<file path="src/core/swf_defs.svh">
// Bit positions, operands and reset values of the status and wake flag bank
`ifndef SWF_DEFS_SVH
`define SWF_DEFS_SVH

// First status register: carry and zero
`define SWF_S1_CARRY_BIT      2'd3
`define SWF_S1_ZERO_BIT       2'd2

// Second status register: port and summary wake flags, backup mode
`define SWF_S2_PORT_D_BIT     2'd3
`define SWF_S2_SUMMARY_BIT    2'd2
`define SWF_S2_PORT_C_BIT     2'd1
`define SWF_S2_BACKUP_BIT     2'd0

// Third status register: external pin, timer one, prescaler
`define SWF_S3_PRESC_OVF_BIT  2'd3
`define SWF_S3_STAGE15_BIT    2'd2
`define SWF_S3_TIMER1_BIT     2'd1
`define SWF_S3_EXT_PIN_BIT    2'd0

// Extended third status register: converter, timer two, keys
`define SWF_S3X_RFC_BIT       2'd3
`define SWF_S3X_TIMER2_BIT    2'd1
`define SWF_S3X_KEY_BIT       2'd0

// Fourth status register: counter overflow, watchdog, clock select
`define SWF_S4_FREQ_OVF_BIT   2'd2
`define SWF_S4_WDOG_BIT       2'd1
`define SWF_S4_FAST_CLK_BIT   2'd0

// Wake request / enable index (request n sits at index n-1)
`define SWF_WAKE_COUNT        6
`define SWF_IDX_TIMER1        3'd0
`define SWF_IDX_EXT_PIN       3'd1
`define SWF_IDX_PRESC         3'd2
`define SWF_IDX_TIMER2        3'd3
`define SWF_IDX_KEY           3'd4
`define SWF_IDX_RFC           3'd5

// Operand of the flag set / clear instructions that selects backup mode
`define SWF_BACKUP_OPERAND    8'h02

// Reset values
`define SWF_FLAG_RESET        1'b0
`define SWF_FAST_CLK_RESET    1'b0
`define SWF_NIBBLE_RESET      4'h0

`endif

</file>
<file path="src/core/swf_pkg.sv">
// Types shared by the status and wake flag bank
package swf_pkg;

  typedef enum logic [3:0] {
    SWF_OP_NOP        = 4'b0000,
    SWF_OP_READ_S1    = 4'b0001,
    SWF_OP_WRITE_S1   = 4'b0010,
    SWF_OP_READ_S2    = 4'b0011,
    SWF_OP_READ_S3    = 4'b0100,
    SWF_OP_READ_S3X   = 4'b0101,
    SWF_OP_READ_S4    = 4'b0110,
    SWF_OP_SET_FLAG   = 4'b0111,
    SWF_OP_CLEAR_FLAG = 4'b1000,
    SWF_OP_PORT_SETUP = 4'b1001,
    SWF_OP_SLOW_CLK   = 4'b1010,
    SWF_OP_FAST_CLK   = 4'b1011,
    SWF_OP_FREQ_INIT  = 4'b1100,
    SWF_OP_HALT       = 4'b1101
  } swf_op_t;

  typedef struct packed {
    logic       valid;
    swf_op_t    op;
    logic [7:0] operand;
    logic [3:0] ram_data;
  } swf_instr_t;

  typedef struct packed {
    logic       valid;
    logic [3:0] data;
  } swf_rd_t;

endpackage : swf_pkg

</file>
<file path="src/core/swf_status_bank.sv">
// Status registers, start condition flags and halt gating
//
// Operation
// - Carry or borrow from the arithmetic unit is stored in status one bit 3.
// - Zero flag at status one bit 2 is high exactly when accumulator is zero.
// - Reading status one copies it to accumulator and data memory.
// - Writing status one from memory loads only carry; other bits read only.
// - Reading status two copies it out; status two is never written from memory.
// - Port D change releasing halt sets bit 3; port setup clears it.
// - Port C change releasing halt sets bit 1; port setup clears it.
// - Status two bit 2 is the OR of the five other wake flags.
// - Halt entry is refused while any start condition flag is set.
// - Flag set/clear with operand 2h sets/clears backup mode bit 0.
// - External pin request with enable sets status three bit 0; clears with either.
// - Timer one request with enable sets status three bit 1; clears with either.
// - Prescaler request with enable sets status three bit 3; clears with either.
// - Status three bit 2 shows the live prescaler 15th stage.
// - Reading status three copies it out; all bits read only.
// - Timer two request with enable sets extended bit 1; clears with either.
// - Gated mode 3 converter finish with enable sets extended bit 3.
// - Reading extended status three copies it out; bit 2 unused, all read only.
// - Slow instruction clears fast clock select; fast instruction sets it.
// - Status four shows whether the watchdog runs, read only.
// - Reading status four copies it out; bit 3 reserved, all read only.
// - Counter overflow sets status four bit 2; counter init clears it.
`timescale 1ns/100ps
`include "swf_defs.svh"

module swf_status_bank (
  input  wire logic                sys_clk,          // System clock, 100 MHz
  input  wire logic                nrst,             // Asynchronous reset, active low
  input  wire swf_pkg::swf_instr_t instr,            // Instruction from the core
  input  wire logic                alu_carry_we,     // Arithmetic result updates carry
  input  wire logic                alu_carry,        // Carry or borrow of that result
  input  wire logic [3:0]          acc_value,        // Current accumulator contents
  input  wire logic                port_c_evt,       // Selected port C change released halt
  input  wire logic                port_d_evt,       // Selected port D change released halt
  input  wire logic [5:0]          wake_request,     // Wake requests 1 to 6
  input  wire logic [5:0]          wake_enable,      // Wake enables 1 to 6
  input  wire logic [3:0]          key_inputs,       // Key input levels
  input  wire logic                lcd_mode,         // High: LCD mode, keys active low
  input  wire logic                rfc_gated_mode3,  // Converter in mode 3 gated by gate pin
  input  wire logic                prescaler_stage15,// Prescaler 15th stage output
  input  wire logic                freq_counter_ovf, // Converter 16-bit counter overflow
  input  wire logic                watchdog_running, // Watchdog timer is running
  output logic                     key_activity,     // Any key active, raises request 5
  output swf_pkg::swf_rd_t         status_rd_q,      // Read data to accumulator and memory
  output logic                     halt_enter,       // Halt instruction accepted
  output logic                     halt_blocked,     // Some start condition flag is set
  output logic                     fast_clock_selected, // Base clock from fast oscillator
  output logic                     backup_mode,      // Backup mode flag
  output logic                     carry_out         // Carry flag to the arithmetic unit
);

  ////////////////////////////////////////////////////////////////////////////
  // Instruction decode

  logic op_read_s1;
  logic op_write_s1;
  logic op_read_s2;
  logic op_read_s3;
  logic op_read_s3x;
  logic op_read_s4;
  logic op_set_backup;
  logic op_clr_backup;
  logic op_port_setup;
  logic op_slow;
  logic op_fast;
  logic op_freq_init;
  logic op_halt;
  logic backup_operand;

  // Every decode needs the valid bit; the backup operand must match in full
  assign backup_operand = (instr.operand == `SWF_BACKUP_OPERAND);
  assign op_read_s1     = instr.valid & (instr.op == swf_pkg::SWF_OP_READ_S1);
  assign op_write_s1    = instr.valid & (instr.op == swf_pkg::SWF_OP_WRITE_S1);
  assign op_read_s2     = instr.valid & (instr.op == swf_pkg::SWF_OP_READ_S2);
  assign op_read_s3     = instr.valid & (instr.op == swf_pkg::SWF_OP_READ_S3);
  assign op_read_s3x    = instr.valid & (instr.op == swf_pkg::SWF_OP_READ_S3X);
  assign op_read_s4     = instr.valid & (instr.op == swf_pkg::SWF_OP_READ_S4);
  assign op_set_backup  = instr.valid & (instr.op == swf_pkg::SWF_OP_SET_FLAG)
                          & backup_operand;
  assign op_clr_backup  = instr.valid & (instr.op == swf_pkg::SWF_OP_CLEAR_FLAG)
                          & backup_operand;
  assign op_port_setup  = instr.valid & (instr.op == swf_pkg::SWF_OP_PORT_SETUP);
  assign op_slow        = instr.valid & (instr.op == swf_pkg::SWF_OP_SLOW_CLK);
  assign op_fast        = instr.valid & (instr.op == swf_pkg::SWF_OP_FAST_CLK);
  assign op_freq_init   = instr.valid & (instr.op == swf_pkg::SWF_OP_FREQ_INIT);
  assign op_halt        = instr.valid & (instr.op == swf_pkg::SWF_OP_HALT);

  ////////////////////////////////////////////////////////////////////////////
  // Status one: carry and zero

  logic carry_q;
  logic carry_d;
  logic zero_flag;

  // Arithmetic result wins if it lands with a memory load in one cycle
  assign carry_d = alu_carry_we ? alu_carry :
                   op_write_s1  ? instr.ram_data[`SWF_S1_CARRY_BIT] :
                   carry_q;

  always_ff @(posedge sys_clk or negedge nrst) begin
    if (!nrst) begin
      carry_q <= `SWF_FLAG_RESET;
    end else begin
      carry_q <= carry_d;
    end
  end

  assign zero_flag = (acc_value == 4'h0);
  assign carry_out = carry_q;

  ////////////////////////////////////////////////////////////////////////////
  // Status two: port flags and backup mode

  logic port_c_flag;
  logic port_d_flag;
  logic backup_flag;
  logic summary_flag;

  // A change that meets the port setup in one cycle keeps its flag set
  swf_sticky_flag u_port_c (
    .sys_clk (sys_clk),
    .nrst    (nrst),
    .set_now (port_c_evt),
    .clr_now (op_port_setup),
    .flag_q  (port_c_flag)
  );

  swf_sticky_flag u_port_d (
    .sys_clk (sys_clk),
    .nrst    (nrst),
    .set_now (port_d_evt),
    .clr_now (op_port_setup),
    .flag_q  (port_d_flag)
  );

  swf_sticky_flag u_backup (
    .sys_clk (sys_clk),
    .nrst    (nrst),
    .set_now (op_set_backup),
    .clr_now (op_clr_backup),
    .flag_q  (backup_flag)
  );

  assign backup_mode = backup_flag;

  ////////////////////////////////////////////////////////////////////////////
  // Start condition flags from wake requests and enables

  logic [5:0] wake_flag;
  logic [5:0] wake_qual;

  // Key polarity flips with display mode
  assign key_activity = lcd_mode ? ~(&key_inputs) : (|key_inputs);

  // Only the converter finish needs a qualifier beyond its enable
  assign wake_qual = {rfc_gated_mode3, 5'b1_1111};

  genvar gi;
  generate
    for (gi = 0; gi < `SWF_WAKE_COUNT; gi = gi + 1) begin : g_wake
      swf_wake_cell u_cell (
        .sys_clk (sys_clk),
        .nrst    (nrst),
        .req_lvl (wake_request[gi]),
        .en_lvl  (wake_enable[gi]),
        .qual_ok (wake_qual[gi]),
        .flag_q  (wake_flag[gi])
      );
    end
  endgenerate

  logic [5:0] summary_src;
  logic       any_wake;

  // The key flag holds off halt but has no place in the summary bit
  always_comb begin
    summary_src               = wake_flag;
    summary_src[`SWF_IDX_KEY] = 1'b0;
  end

  assign summary_flag = |summary_src;
  assign any_wake     = |wake_flag;

  ////////////////////////////////////////////////////////////////////////////
  // Converter overflow and clock selection

  logic freq_ovf_flag;
  logic fast_clk_q;
  logic fast_clk_d;

  swf_sticky_flag u_freq_ovf (
    .sys_clk (sys_clk),
    .nrst    (nrst),
    .set_now (freq_counter_ovf),
    .clr_now (op_freq_init),
    .flag_q  (freq_ovf_flag)
  );

  assign fast_clk_d = op_fast ? 1'b1 : (op_slow ? 1'b0 : fast_clk_q);

  always_ff @(posedge sys_clk or negedge nrst) begin
    if (!nrst) begin
      fast_clk_q <= `SWF_FAST_CLK_RESET;
    end else begin
      fast_clk_q <= fast_clk_d;
    end
  end

  assign fast_clock_selected = fast_clk_q;

  ////////////////////////////////////////////////////////////////////////////
  // Register images

  logic [3:0] s1_image;
  logic [3:0] s2_image;
  logic [3:0] s3_image;
  logic [3:0] s3x_image;
  logic [3:0] s4_image;

  // Bits 1 and 0 of status one carry no flag and read zero
  always_comb begin
    s1_image = 4'h0;
    s1_image[`SWF_S1_CARRY_BIT] = carry_q;
    s1_image[`SWF_S1_ZERO_BIT]  = zero_flag;
  end

  always_comb begin
    s2_image = 4'h0;
    s2_image[`SWF_S2_PORT_D_BIT]  = port_d_flag;
    s2_image[`SWF_S2_SUMMARY_BIT] = summary_flag;
    s2_image[`SWF_S2_PORT_C_BIT]  = port_c_flag;
    s2_image[`SWF_S2_BACKUP_BIT]  = backup_flag;
  end

  always_comb begin
    s3_image = 4'h0;
    s3_image[`SWF_S3_PRESC_OVF_BIT] = wake_flag[`SWF_IDX_PRESC];
    s3_image[`SWF_S3_STAGE15_BIT]   = prescaler_stage15;
    s3_image[`SWF_S3_TIMER1_BIT]    = wake_flag[`SWF_IDX_TIMER1];
    s3_image[`SWF_S3_EXT_PIN_BIT]   = wake_flag[`SWF_IDX_EXT_PIN];
  end

  // Bit 2 of the extended register has no flag and stays zero
  always_comb begin
    s3x_image = 4'h0;
    s3x_image[`SWF_S3X_RFC_BIT]    = wake_flag[`SWF_IDX_RFC];
    s3x_image[`SWF_S3X_TIMER2_BIT] = wake_flag[`SWF_IDX_TIMER2];
    s3x_image[`SWF_S3X_KEY_BIT]    = wake_flag[`SWF_IDX_KEY];
  end

  // Bit 3 of status four is reserved and reads zero
  always_comb begin
    s4_image = 4'h0;
    s4_image[`SWF_S4_FREQ_OVF_BIT] = freq_ovf_flag;
    s4_image[`SWF_S4_WDOG_BIT]     = watchdog_running;
    s4_image[`SWF_S4_FAST_CLK_BIT] = fast_clk_q;
  end

  ////////////////////////////////////////////////////////////////////////////
  // Read path to accumulator and data memory

  logic       rd_any;
  logic [3:0] rd_sel;
  logic [3:0] rd_data_q;
  logic       rd_valid_q;

  // Valid is a one-cycle pulse; the data holds until the next read
  assign rd_any = op_read_s1 | op_read_s2 | op_read_s3 | op_read_s3x | op_read_s4;

  assign rd_sel = op_read_s1  ? s1_image  :
                  op_read_s2  ? s2_image  :
                  op_read_s3  ? s3_image  :
                  op_read_s3x ? s3x_image :
                  op_read_s4  ? s4_image  :
                  4'h0;

  always_ff @(posedge sys_clk or negedge nrst) begin
    if (!nrst) begin
      rd_valid_q <= 1'b0;
      rd_data_q  <= `SWF_NIBBLE_RESET;
    end else begin
      rd_valid_q <= rd_any;
      rd_data_q  <= rd_any ? rd_sel : rd_data_q;
    end
  end

  assign status_rd_q.valid = rd_valid_q;
  assign status_rd_q.data  = rd_data_q;

  ////////////////////////////////////////////////////////////////////////////
  // Halt gating

  // Any pending start condition keeps the core out of halt, key flag included
  // A refused halt leaves every flag as it was
  assign halt_blocked = port_c_flag | port_d_flag | any_wake;
  assign halt_enter   = op_halt & ~halt_blocked;

endmodule : swf_status_bank

</file>
<file path="src/core/swf_sticky_flag.sv">
// Sticky flag with synchronous set and clear, set taking priority
`timescale 1ns/100ps
`include "swf_defs.svh"

module swf_sticky_flag (
  input  wire logic sys_clk,  // System clock
  input  wire logic nrst,     // Asynchronous reset, active low
  input  wire logic set_now,  // Set event
  input  wire logic clr_now,  // Clear event
  output logic      flag_q    // Flag state
);

  logic flag_d;

  assign flag_d = set_now ? 1'b1 : (clr_now ? 1'b0 : flag_q);

  always_ff @(posedge sys_clk or negedge nrst) begin
    if (!nrst) begin
      flag_q <= `SWF_FLAG_RESET;
    end else begin
      flag_q <= flag_d;
    end
  end

endmodule : swf_sticky_flag

</file>
<file path="src/core/swf_wake_cell.sv">
// Start condition flag driven by one wake request and its enable
`timescale 1ns/100ps
`include "swf_defs.svh"

module swf_wake_cell (
  input  wire logic sys_clk,   // System clock
  input  wire logic nrst,      // Asynchronous reset, active low
  input  wire logic req_lvl,   // Wake request level
  input  wire logic en_lvl,    // Wake enable level
  input  wire logic qual_ok,   // Extra qualifier for the set
  output logic      flag_q     // Start condition flag
);

  logic req_prev_q;
  logic req_rise;
  logic set_evt;
  logic clr_evt;

  // Only a request that rises while the enable already stands counts
  assign req_rise = req_lvl & ~req_prev_q;
  assign set_evt  = req_rise & en_lvl & qual_ok;
  assign clr_evt  = ~req_lvl | ~en_lvl;

  always_ff @(posedge sys_clk or negedge nrst) begin
    if (!nrst) begin
      req_prev_q <= 1'b0;
    end else begin
      req_prev_q <= req_lvl;
    end
  end

  swf_sticky_flag u_flag (
    .sys_clk (sys_clk),
    .nrst    (nrst),
    .set_now (set_evt),
    .clr_now (clr_evt),
    .flag_q  (flag_q)
  );

endmodule : swf_wake_cell

</file>
<file path="config.mk">
export PLATFORM = sky130hd
export DESIGN_NAME = swf_status_bank
export DESIGN_NICKNAME = d
export VERILOG_FILES = /design/src/core/swf_pkg.sv /design/src/core/swf_status_bank.sv /design/src/core/swf_sticky_flag.sv /design/src/core/swf_wake_cell.sv
export VERILOG_INCLUDE_DIRS = /design/src /design/src/core
export SDC_FILE = /design/constraint.sdc
export NUM_CORES = 1
export LEC_CHECK = 0
export BUFFER_PORTS_ARGS = -buffer_cell sky130_fd_sc_hd__buf_2
export CAP_MARGIN = 30
export CORE_MARGIN = 4
export CORE_UTILIZATION = 44
export DETAILED_ROUTE_END_ITERATION = 10
export GPL_TIMING_DRIVEN = 0
export PLACE_DENSITY = 0.79
export SKIP_CTS_REPAIR_TIMING = 1
export SYNTH_ARGS = -nofsm -noshare
export SYNTH_HDL_FRONTEND = slang
export SYNTH_SLANG_ARGS = --single-unit
</file>
<file path="constraint.sdc">
create_clock -name sys_clk -period 1.16 [get_ports sys_clk]
set_input_delay 0.116 -clock sys_clk [delete_from_list [all_inputs] [get_ports sys_clk]]
set_output_delay 0.116 -clock sys_clk [all_outputs]
set_load 0.05 [all_outputs]
</file>
==> qor.csv, run 1 <==
metric;value;unit
post-route-period-util;1.340;
leakage;0.0008399;uW
avgSynthCellArea;10.03;um2
diodes;0;
cts-root-buf;clkbuf_4;
ys_ff_latch;23;
drive_gt1_frac;0.4324;
grt_pass1_vias;1059;
dp_slack;-202.1;ps
tns;-830.1;ps
critPathMostFrequentCell;nor3_4;
antenna_found_initial;0;
mostFrequentLayoutCells;buf_2 (50), dfrtp_1 (22), dlygate4sd3_1 (12);
port-buffer-count;55;
yosysUniqueCellTypes;36;
hold_violations;0;
netlist_area;0.001104;mm2
required;1040;ps
fmax;0.6436;GHz
powerDensity;1045;mW/mm2
arrival;1440;ps
synthCells;110;
top_regs;g_wake.u_cell.req_prev_q (6), g_wake.u_cell.u_flag.flag_q (6), rd_data_q (4);
drv_cap;0;
ys_seq_area_frac;0.5215;
status;finished, violations left;
ant_nets;0;
dr.first_iter.drc_count;11;
rsz0062_at_grt;true;
path_max_fanout;3;
finalSetupViolCount;4;
wire_per_inst;14.48;um
fin_nets;234;
cp-end-kind;output pin;
crit_chain;nor3_4 -> nand3_4 -> nor3_4 -> buf_6;
finalPower;1775;uW
finalClockSkew;4.249;ps
fin_crit;1554;ps
holdWs;0.3504;ps
rows;17;
path_clk_slew;130;ps
die_width;58.08;um
slew_viol_final;0;
synth_ff_type;dfrtp_1;
gr-total-overflow;0;
ys_warn_count;0;
start_util;0.4804;
die-area;0.003373;mm2
hold_class;input port to flop;
async_reset_ff_frac;1.000;
synth_edf_count;0;
h-tree-depth;1;
io-pin-count;59;
critPathMaxStageDelay;440;ps
core;0.002297;mm2
yosys-top-cells-area;dfrtp_1 (52%), nand2_1 (3.7%), mux2i_1 (3.6%);
synth_fp_nets;158;
synth_top_area_cell;dfrtp_1;
syn2layout_area_growth;53.86;%
setup_ws;-393.9;ps
dp_hpwl;2.101;mm
cts-buffers-inserted;3;
wirelength;3.084;mm
final_common_cell;buf_2;
postLayoutCoreUtil;0.7391;
clk_latency;320;ps
worstPathBufferInverterCount;1;
grt_pass1_wl;4.422;mm
clockBufferDepth;2;
grt.total_usage;0.1683;
violations;negative setup slack;
drc_errors;0;
gp_congestion;0.8954;
critical-path-top-delay-family;simple AND/OR/NAND/NOR gates;
cpMaxStageDelayCell;dfrtp_1;
drtPass1Iterations;4;
vdd_drop_max;0.7995;mV
post_drt_via_cell_ratio;5.338;
worstMarginPinSlew;515.2;ps
slew_headroom;0.6565;
yosys.area.top_type_share;0.5215;
cts_tree;built;
cp-start-kind;flop;
grt_start_max_net_pins;24;
crit_type;flop to output pin;
clock-sinks;23;
die_y;58.08;um
via_count;1137;
## cell type report
| cell class | count | area [um2] |
|---|---|---|
| Fill cell | 162 | 599.3 |
| Sequential cell | 23 | 576.8 |
| Multi-Input combinational cell | 76 | 549.3 |
| Timing Repair Buffer | 71 | 461.7 |
| Tap cell | 28 | 35.03 |
| Inverter | 7 | 26.28 |
| Clock buffer | 3 | 22.52 |
| Buffer | 4 | 21.27 |
| Clock inverter | 1 | 5.005 |
## where the power goes
part | internal (uW) | total [uW] | switching, uW
Sequential | 860 | 901 | 40.8
Clock | 129 | 380 | 251
Combinational | 203 | 494 | 292
## cells by family after synthesis
logic type,synth area share
compound gates,0.1531
flops,0.5215
mux,0.07710
simple gates,0.2052
buf+inv,0.04309
## worst register-to-register path, delay by kind of cell (launching register included)
family / cells / cell delay, ps
AO/OA/AOI/OAI: 3 / 460
flip-flops: 1 / 420
AND/OR/NAND/NOR: 1 / 200
## cells in the mapped netlist, types with 2 or more instances
cell type / number
and4b_1: 2
o21ai_0: 3
and3_1: 2
nand2_1: 11
mux2_2: 3
buf_2: 2
nor3_1: 4
nand2b_1: 4
a21oi_1: 7
a31oi_1: 2
nor4_1: 2
inv_1: 7
nand3_1: 4
o21ai_1: 2
a22o_1: 3
a21o_1: 2
mux2i_1: 4
nor2_1: 6
dfrtp_1: 23
## worst paths after layout
path	end	slack [ps]	startpoint	cells past startpoint
worst max-delay path	halt_enter	-390	g_wake[2].u_cell.u_flag.flag_q$_DFFE_PN0P_	4
worst min-delay path	g_wake[3].u_cell.u_flag.flag_q$_DFFE_PN0P_	0.4	wake_enable[3]	3
worst max register to register	rd_data_q[1]$_DFFE_PN0P_	-30	g_wake[3].u_cell.u_flag.flag_q$_DFFE_PN0P_	4
worst min register to register	g_wake[3].u_cell.u_flag.flag_q$_DFFE_PN0P_	420	g_wake[3].u_cell.req_prev_q$_DFF_PN0_	1
max in group asynchronous	carry_out$_DFFE_PN0P_	490	nrst	2
min in group asynchronous	u_backup.flag_q$_DFFE_PN0P_	290	nrst	2
## routing by layer
metal  track usage  up-vias  wire [um]
met2        0.2887       44       1567
li1              -      546          -
met1        0.2110      540       1244
met3       0.02004        7        206
met5             0        -          0
met4       0.07616        0         66
## per-stage QoR
| step | instances | instance area [um2] |
|---|---|---|
| 2_1_floorplan | 110 | 1149 |
| 3_3_place_gp | 193 | 1459 |
| 3_5_place_dp | 193 | 1459 |
| 4_1_cts | 197 | 1486 |
| 5_1_grt | 213 | 1698 |
| 6_report | 213 | 1698 |
Power figures use the tool's default switching activity.
==> inputs of run 2 (changes only) <==
--- a/config.mk
+++ b/config.mk
@@ -12,6 +12,7 @@
 export CORE_UTILIZATION = 44
 export DETAILED_ROUTE_END_ITERATION = 10
 export GPL_TIMING_DRIVEN = 0
+export MAX_ROUTING_LAYER = met4
 export PLACE_DENSITY = 0.79
 export SKIP_CTS_REPAIR_TIMING = 1
 export SYNTH_ARGS = -nofsm -noshare
==> constraint.sdc (replaced) <==
create_clock -name sys_clk -period 1.16 [get_ports sys_clk]
set_input_delay 0.116 -clock sys_clk [delete_from_list [all_inputs] [get_ports sys_clk]]
set_output_delay 0.116 -clock sys_clk [all_outputs]
set_load 0.01 [all_outputs]
==> qor.csv, run 2 (synthesized netlist as in run 1, its figures left out) <==
metric;value;unit
clk_latency;300;ps
via_count;1089;
h-tree-depth;1;
start_util;0.4804;
slew_viol_final;0;
grt_start_max_net_pins;24;
post-route-period-util;1.251;
path_clk_slew;120;ps
r2r_slack;30;ps
diodes;0;
die_y;58.08;um
core;0.002297;mm2
grt_pass1_wl;4.202;mm
crit_type;flop to output pin;
leakage;0.0007854;uW
io-pin-count;59;
cts-buffers-inserted;3;
required;1040;ps
clock-sinks;23;
top_regs;g_wake.u_cell.req_prev_q (6), g_wake.u_cell.u_flag.flag_q (6), rd_data_q (4);
port-buffer-count;55;
mostFrequentLayoutCells;buf_2 (56), dfrtp_1 (23), nand2_1 (11), dlygate4sd3_1 (11);
drive_gt1_frac;0.3757;
holdWs;14.86;ps
min_delay_path_depth;3;
grt.total_usage;0.1655;
status;finished, violations left;
fillers;196;
antenna_found_initial;0;
hold_violations;0;
slew_headroom;0.6760;
vdd_drop_max;0.7784;mV
wirelength;2.656;mm
fmax;0.6894;GHz
cts_tree;built;
die_width;58.08;um
cp-start-kind;flop;
gp_congestion;0.9465;
pwr-share-seq;0.564;
switchingPower;410.5;uW
intPower;1174;uW
cts-root-buf;clkbuf_4;
drv_cap;0;
syn2layout_area_growth;42.63;%
final_common_cell;buf_2;
finalClockSkew;0.3654;ps
powerDensity;1006;mW/mm2
dp_slack;-152.0;ps
power.share.combinational;0.210;
rows;17;
cp-end-kind;output pin;
drc_errors;0;
drtPass1Iterations;4;
arrival;1330;ps
ff2ff_path_depth;4;
post_drt_via_cell_ratio;5.211;
clkPwrFrac;0.226;
rsz0062_at_grt;true;
clockBufferDepth;2;
hold_class;input port to flop;
grt_pass1_vias;994;
violations;negative setup slack;
fin_crit;1451;ps
finalSetupViolCount;2;
ant_nets;0;
path_max_fanout;3;
switching_share;0.2592;
setup_ws;-290.6;ps
gr-total-overflow;0;
dr.first_iter.drc_count;29;
die-area;0.003373;mm2
fin_nets;230;
worstMarginPinSlew;486.1;ps
wire_per_inst;12.71;um
postLayoutCoreUtil;0.6852;
## run 2: cell count changes in the layout (fill, tap and decap cells not counted), sizes merged
cell / delta
dlygate4sd3: -1
clkinv: -1
buf: -2
## run 2: final timing paths
| kind | endpoint | startpoint |
|---|---|---|
| max | halt_blocked | g_wake[2].u_cell.u_flag.flag_q$_DFFE_PN0P_ |
| min | g_wake[1].u_cell.u_flag.flag_q$_DFFE_PN0P_ | wake_enable[1] |
| max reg2reg | rd_data_q[3]$_DFFE_PN0P_ | g_wake[2].u_cell.u_flag.flag_q$_DFFE_PN0P_ |
| min reg2reg | g_wake[1].u_cell.u_flag.flag_q$_DFFE_PN0P_ | g_wake[1].u_cell.req_prev_q$_DFF_PN0_ |
| max in group asynchronous | u_port_c.flag_q$_DFFE_PN0P_ | nrst |
| min in group asynchronous | rd_data_q[1]$_DFFE_PN0P_ | nrst |
## run 2: through the flow
step	cells	power, uW	TNS [ps]	area, um2
floorplan	110	1051	0	1109
global placement	193	1205	-293.0	1419
detailed placement	193	1218	-348.2	1419
CTS	197	1570	-721.2	1445
global route	209	1688	-832.3	1574
finish	209	1584	-575.2	1574
## run 2: critical path: stages (launching register included)
cell,delay (ps)
dfrtp_1,420
nor3_2,210
nand3_1,130
buf_4,160
buf_6,110
## run 2: per-layer routing
metal / GRT usage / up-vias / routed length, um / part of all wire
met5: - / - / 0 / 0
met1: 0.1907 / 506 / 1116 / 0.42
met3: 0.02895 / 2 / 239 / 0.090
met4: 0.04967 / 0 / 7 / 0.0026
met2: 0.2919 / 45 / 1292 / 0.49
li1: - / 536 / - / -
## run 2: power by group through the flow
stage	clock network, uW	registers, uW	logic, uW
final	358	893	333
after global routing	413	903	371
after CTS	369	895	307
after detailed placement	0	911	307
after global placement	0	907	298
after floorplan	0	921	130
## run 2: layout make-up
type	instances	area, um2	share of cell area
Multi-Input combinational cell	76	490.5	0.3116
Inverter	7	26.28	0.01669
Sequential cell	23	575.6	0.3657
Timing Repair Buffer	67	399.1	0.2536
Clock buffer	4	26.28	0.01669
Buffer	4	21.27	0.01351
Tap cell	28	35.03	0.02226
==> inputs of run 3 (changes only) <==
--- a/config.mk
+++ b/config.mk
@@ -9,11 +9,11 @@
 export BUFFER_PORTS_ARGS = -buffer_cell sky130_fd_sc_hd__buf_2
 export CAP_MARGIN = 30
 export CORE_MARGIN = 4
-export CORE_UTILIZATION = 44
+export CORE_UTILIZATION = 39
 export DETAILED_ROUTE_END_ITERATION = 10
 export GPL_TIMING_DRIVEN = 0
 export MAX_ROUTING_LAYER = met4
-export PLACE_DENSITY = 0.79
+export PLACE_DENSITY = 0.74
 export SKIP_CTS_REPAIR_TIMING = 1
 export SYNTH_ARGS = -nofsm -noshare
 export SYNTH_HDL_FRONTEND = slang
==> constraint.sdc (replaced) <==
create_clock -name sys_clk -period 1.25 [get_ports sys_clk]
set_input_delay 0.125 -clock sys_clk [delete_from_list [all_inputs] [get_ports sys_clk]]
set_output_delay 0.125 -clock sys_clk [all_outputs]
set_load 0.01 [all_outputs]
==> qor.csv, run 3 (synthesized netlist as in run 1, its figures left out) <==
metric;value;unit
status;finished, violations left;
violations;negative hold slack, negative setup slack;
min_delay_path_depth;2;
holdWs;-21.47;ps
powerDensity;952.6;mW/mm2
fin_crit;1516;ps
cp-end-kind;output pin;
gp_congestion;0.8564;
switching_share;0.2770;
r2r_slack;80;ps
grt_start_max_net_pins;24;
drv_cap;0;
gr-total-overflow;0;
top_layer;met4;
drc_errors;0;
drive_gt1_frac;0.3923;
intPower;1084;uW
cts_tree;built;
placed_cells;196;
arrival;1390;ps
pwr-share-seq;0.555;
start_util;0.4037;
dp_hpwl;2.211;mm
crit_chain;nor3_2 -> nand3_1 -> nor3_2 -> buf_2;
clkPwrFrac;0.237;
route.met2.wl;1.531;mm
die-area;0.003745;mm2
h-tree-depth;1;
finalSetupViolCount;2;
vdd_drop_max;0.7086;mV
finalClockSkew;1.169;ps
clk_latency;320;ps
dr.first_iter.drc_count;32;
diodes;0;
cpMaxStageDelayCell;dfrtp_1;
port-buffer-count;55;
drtPass1Iterations;4;
slew_headroom;0.6673;
top_regs;g_wake.u_cell.req_prev_q (6), g_wake.u_cell.u_flag.flag_q (6), rd_data_q (4);
post-route-period-util;1.213;
mostFrequentLayoutCells;buf_2 (56), dfrtp_1 (23), nand2_1 (11);
ant_nets;0;
syn2layout_area_growth;42.63;%
rows;19;
multi_input_area;490.5;um2
rsz0062_at_grt;true;
slew_viol_final;0;
io-pin-count;59;
clockBufferDepth;2;
antenna_found_initial;0;
power.share.combinational;0.208;
post_drt_via_cell_ratio;5.189;
dpl-instance-area;0.001418;mm2
grt_pass1_wl;4.353;mm
ff2ff_path_depth;4;
regArea;575.6;um2
leakage;0.0007905;uW
dp_slack;-98.74;ps
fin_cells;212;
crit_type;flop to output pin;
cts-buffers-inserted;3;
path_clk_slew;130;ps
met3_length;203;um
die_width;61.20;um
cp-start-kind;flop;
setup_ws;-265.7;ps
min_from;freq_counter_ovf;
via_count;1100;
fillers;252;
required;1120;ps
r2r_start;g_wake[4].u_cell.u_flag.flag_q$_DFFE_PN0P_;
final_common_cell;buf_2;
fin_nets;230;
critPathMaxStageDelay;420;ps
hold_path_end;u_freq_ovf.flag_q$_DFFE_PN0P_;
grt.total_usage;0.1594;
postLayoutCoreUtil;0.5757;
final_cell_area;0.001574;mm2
wire_per_inst;13.73;um
core;0.002734;mm2
critical-path-top-delay-family;simple AND/OR/NAND/NOR gates;
worstPathBufferInverterCount;1;
die_y;61.20;um
hold_violations;1;
path_max_fanout;3;
worstMarginPinSlew;499.1;ps
fmax;0.6598;GHz
hold_class;input port to flop;
grt_pass1_vias;1010;
cts-root-buf;clkbuf_4;
critPathMostFrequentCell;nor3_2;
switchingPower;415.4;uW
clock-sinks;23;
wirelength;2.910;mm
reg2reg_to;rd_data_q[0]$_DFFE_PN0P_;
wl_met1;1.150;mm
run 3: cell types whose count changed in the layout (fill, tap and decap cells not counted), sizes merged:
cell	change
clkinv	+1
dlygate4sd3	-2
buf	+2
clkbuf	-1
run 3: worst max-delay path by stage:
| stage | startpoint | end | slack (ps) | cells past startpoint |
|---|---|---|---|---|
| floorplan | g_wake[1].u_cell.u_flag.flag_q$_DFFE_PN0P_ | halt_enter | 30 | 3 |
| global placement | instr[15] | carry_out$_DFFE_PN0P_ | -80 | 5 |
| finish | g_wake[2].u_cell.u_flag.flag_q$_DFFE_PN0P_ | halt_enter | -270 | 4 |
| detailed placement | instr[15] | carry_out$_DFFE_PN0P_ | -100 | 5 |
| CTS | g_wake[1].u_cell.u_flag.flag_q$_DFFE_PN0P_ | halt_enter | -430 | 4 |
| global route | g_wake[2].u_cell.u_flag.flag_q$_DFFE_PN0P_ | halt_enter | -350 | 4 |
run 3: layout make-up:
cell class | count | share of cell area
tap | 31 | 0.02464
multi-input combinational | 76 | 0.3116
buffer | 4 | 0.01351
clock inverter | 1 | 0.003180
clock buffer | 3 | 0.01431
sequential | 23 | 0.3657
inverter | 7 | 0.01669
timing repair buffer | 67 | 0.2504
run 3: metrics by stage:
stage               hold WS, ps  power [uW]  setup TNS (ps)
global placement          119.3        1124          -110.6
floorplan                -170.6       974.5               0
detailed placement        128.0        1134          -159.2
global route              10.46        1580          -646.9
finish                   -21.47        1499          -520.9
CTS                      -235.1        1491          -664.2
run 3: layer usage:
| metal | GRT usage | vias to the layer above |
|---|---|---|
| met1 | 0.2003 | 515 |
| met3 | 0.02306 | 2 |
| li1 | - | 539 |
| met2 | 0.2704 | 44 |
| met4 | 0.03715 | 0 |
| met5 | - | - |
run 3: power by group through the flow:
stage	registers, uW	clock network [uW]	logic, uW
after global routing	839	388	353
after detailed placement	846	0	287
after floorplan	855	0	120
after CTS	831	371	288
after global placement	842	0	282
final	832	356	312
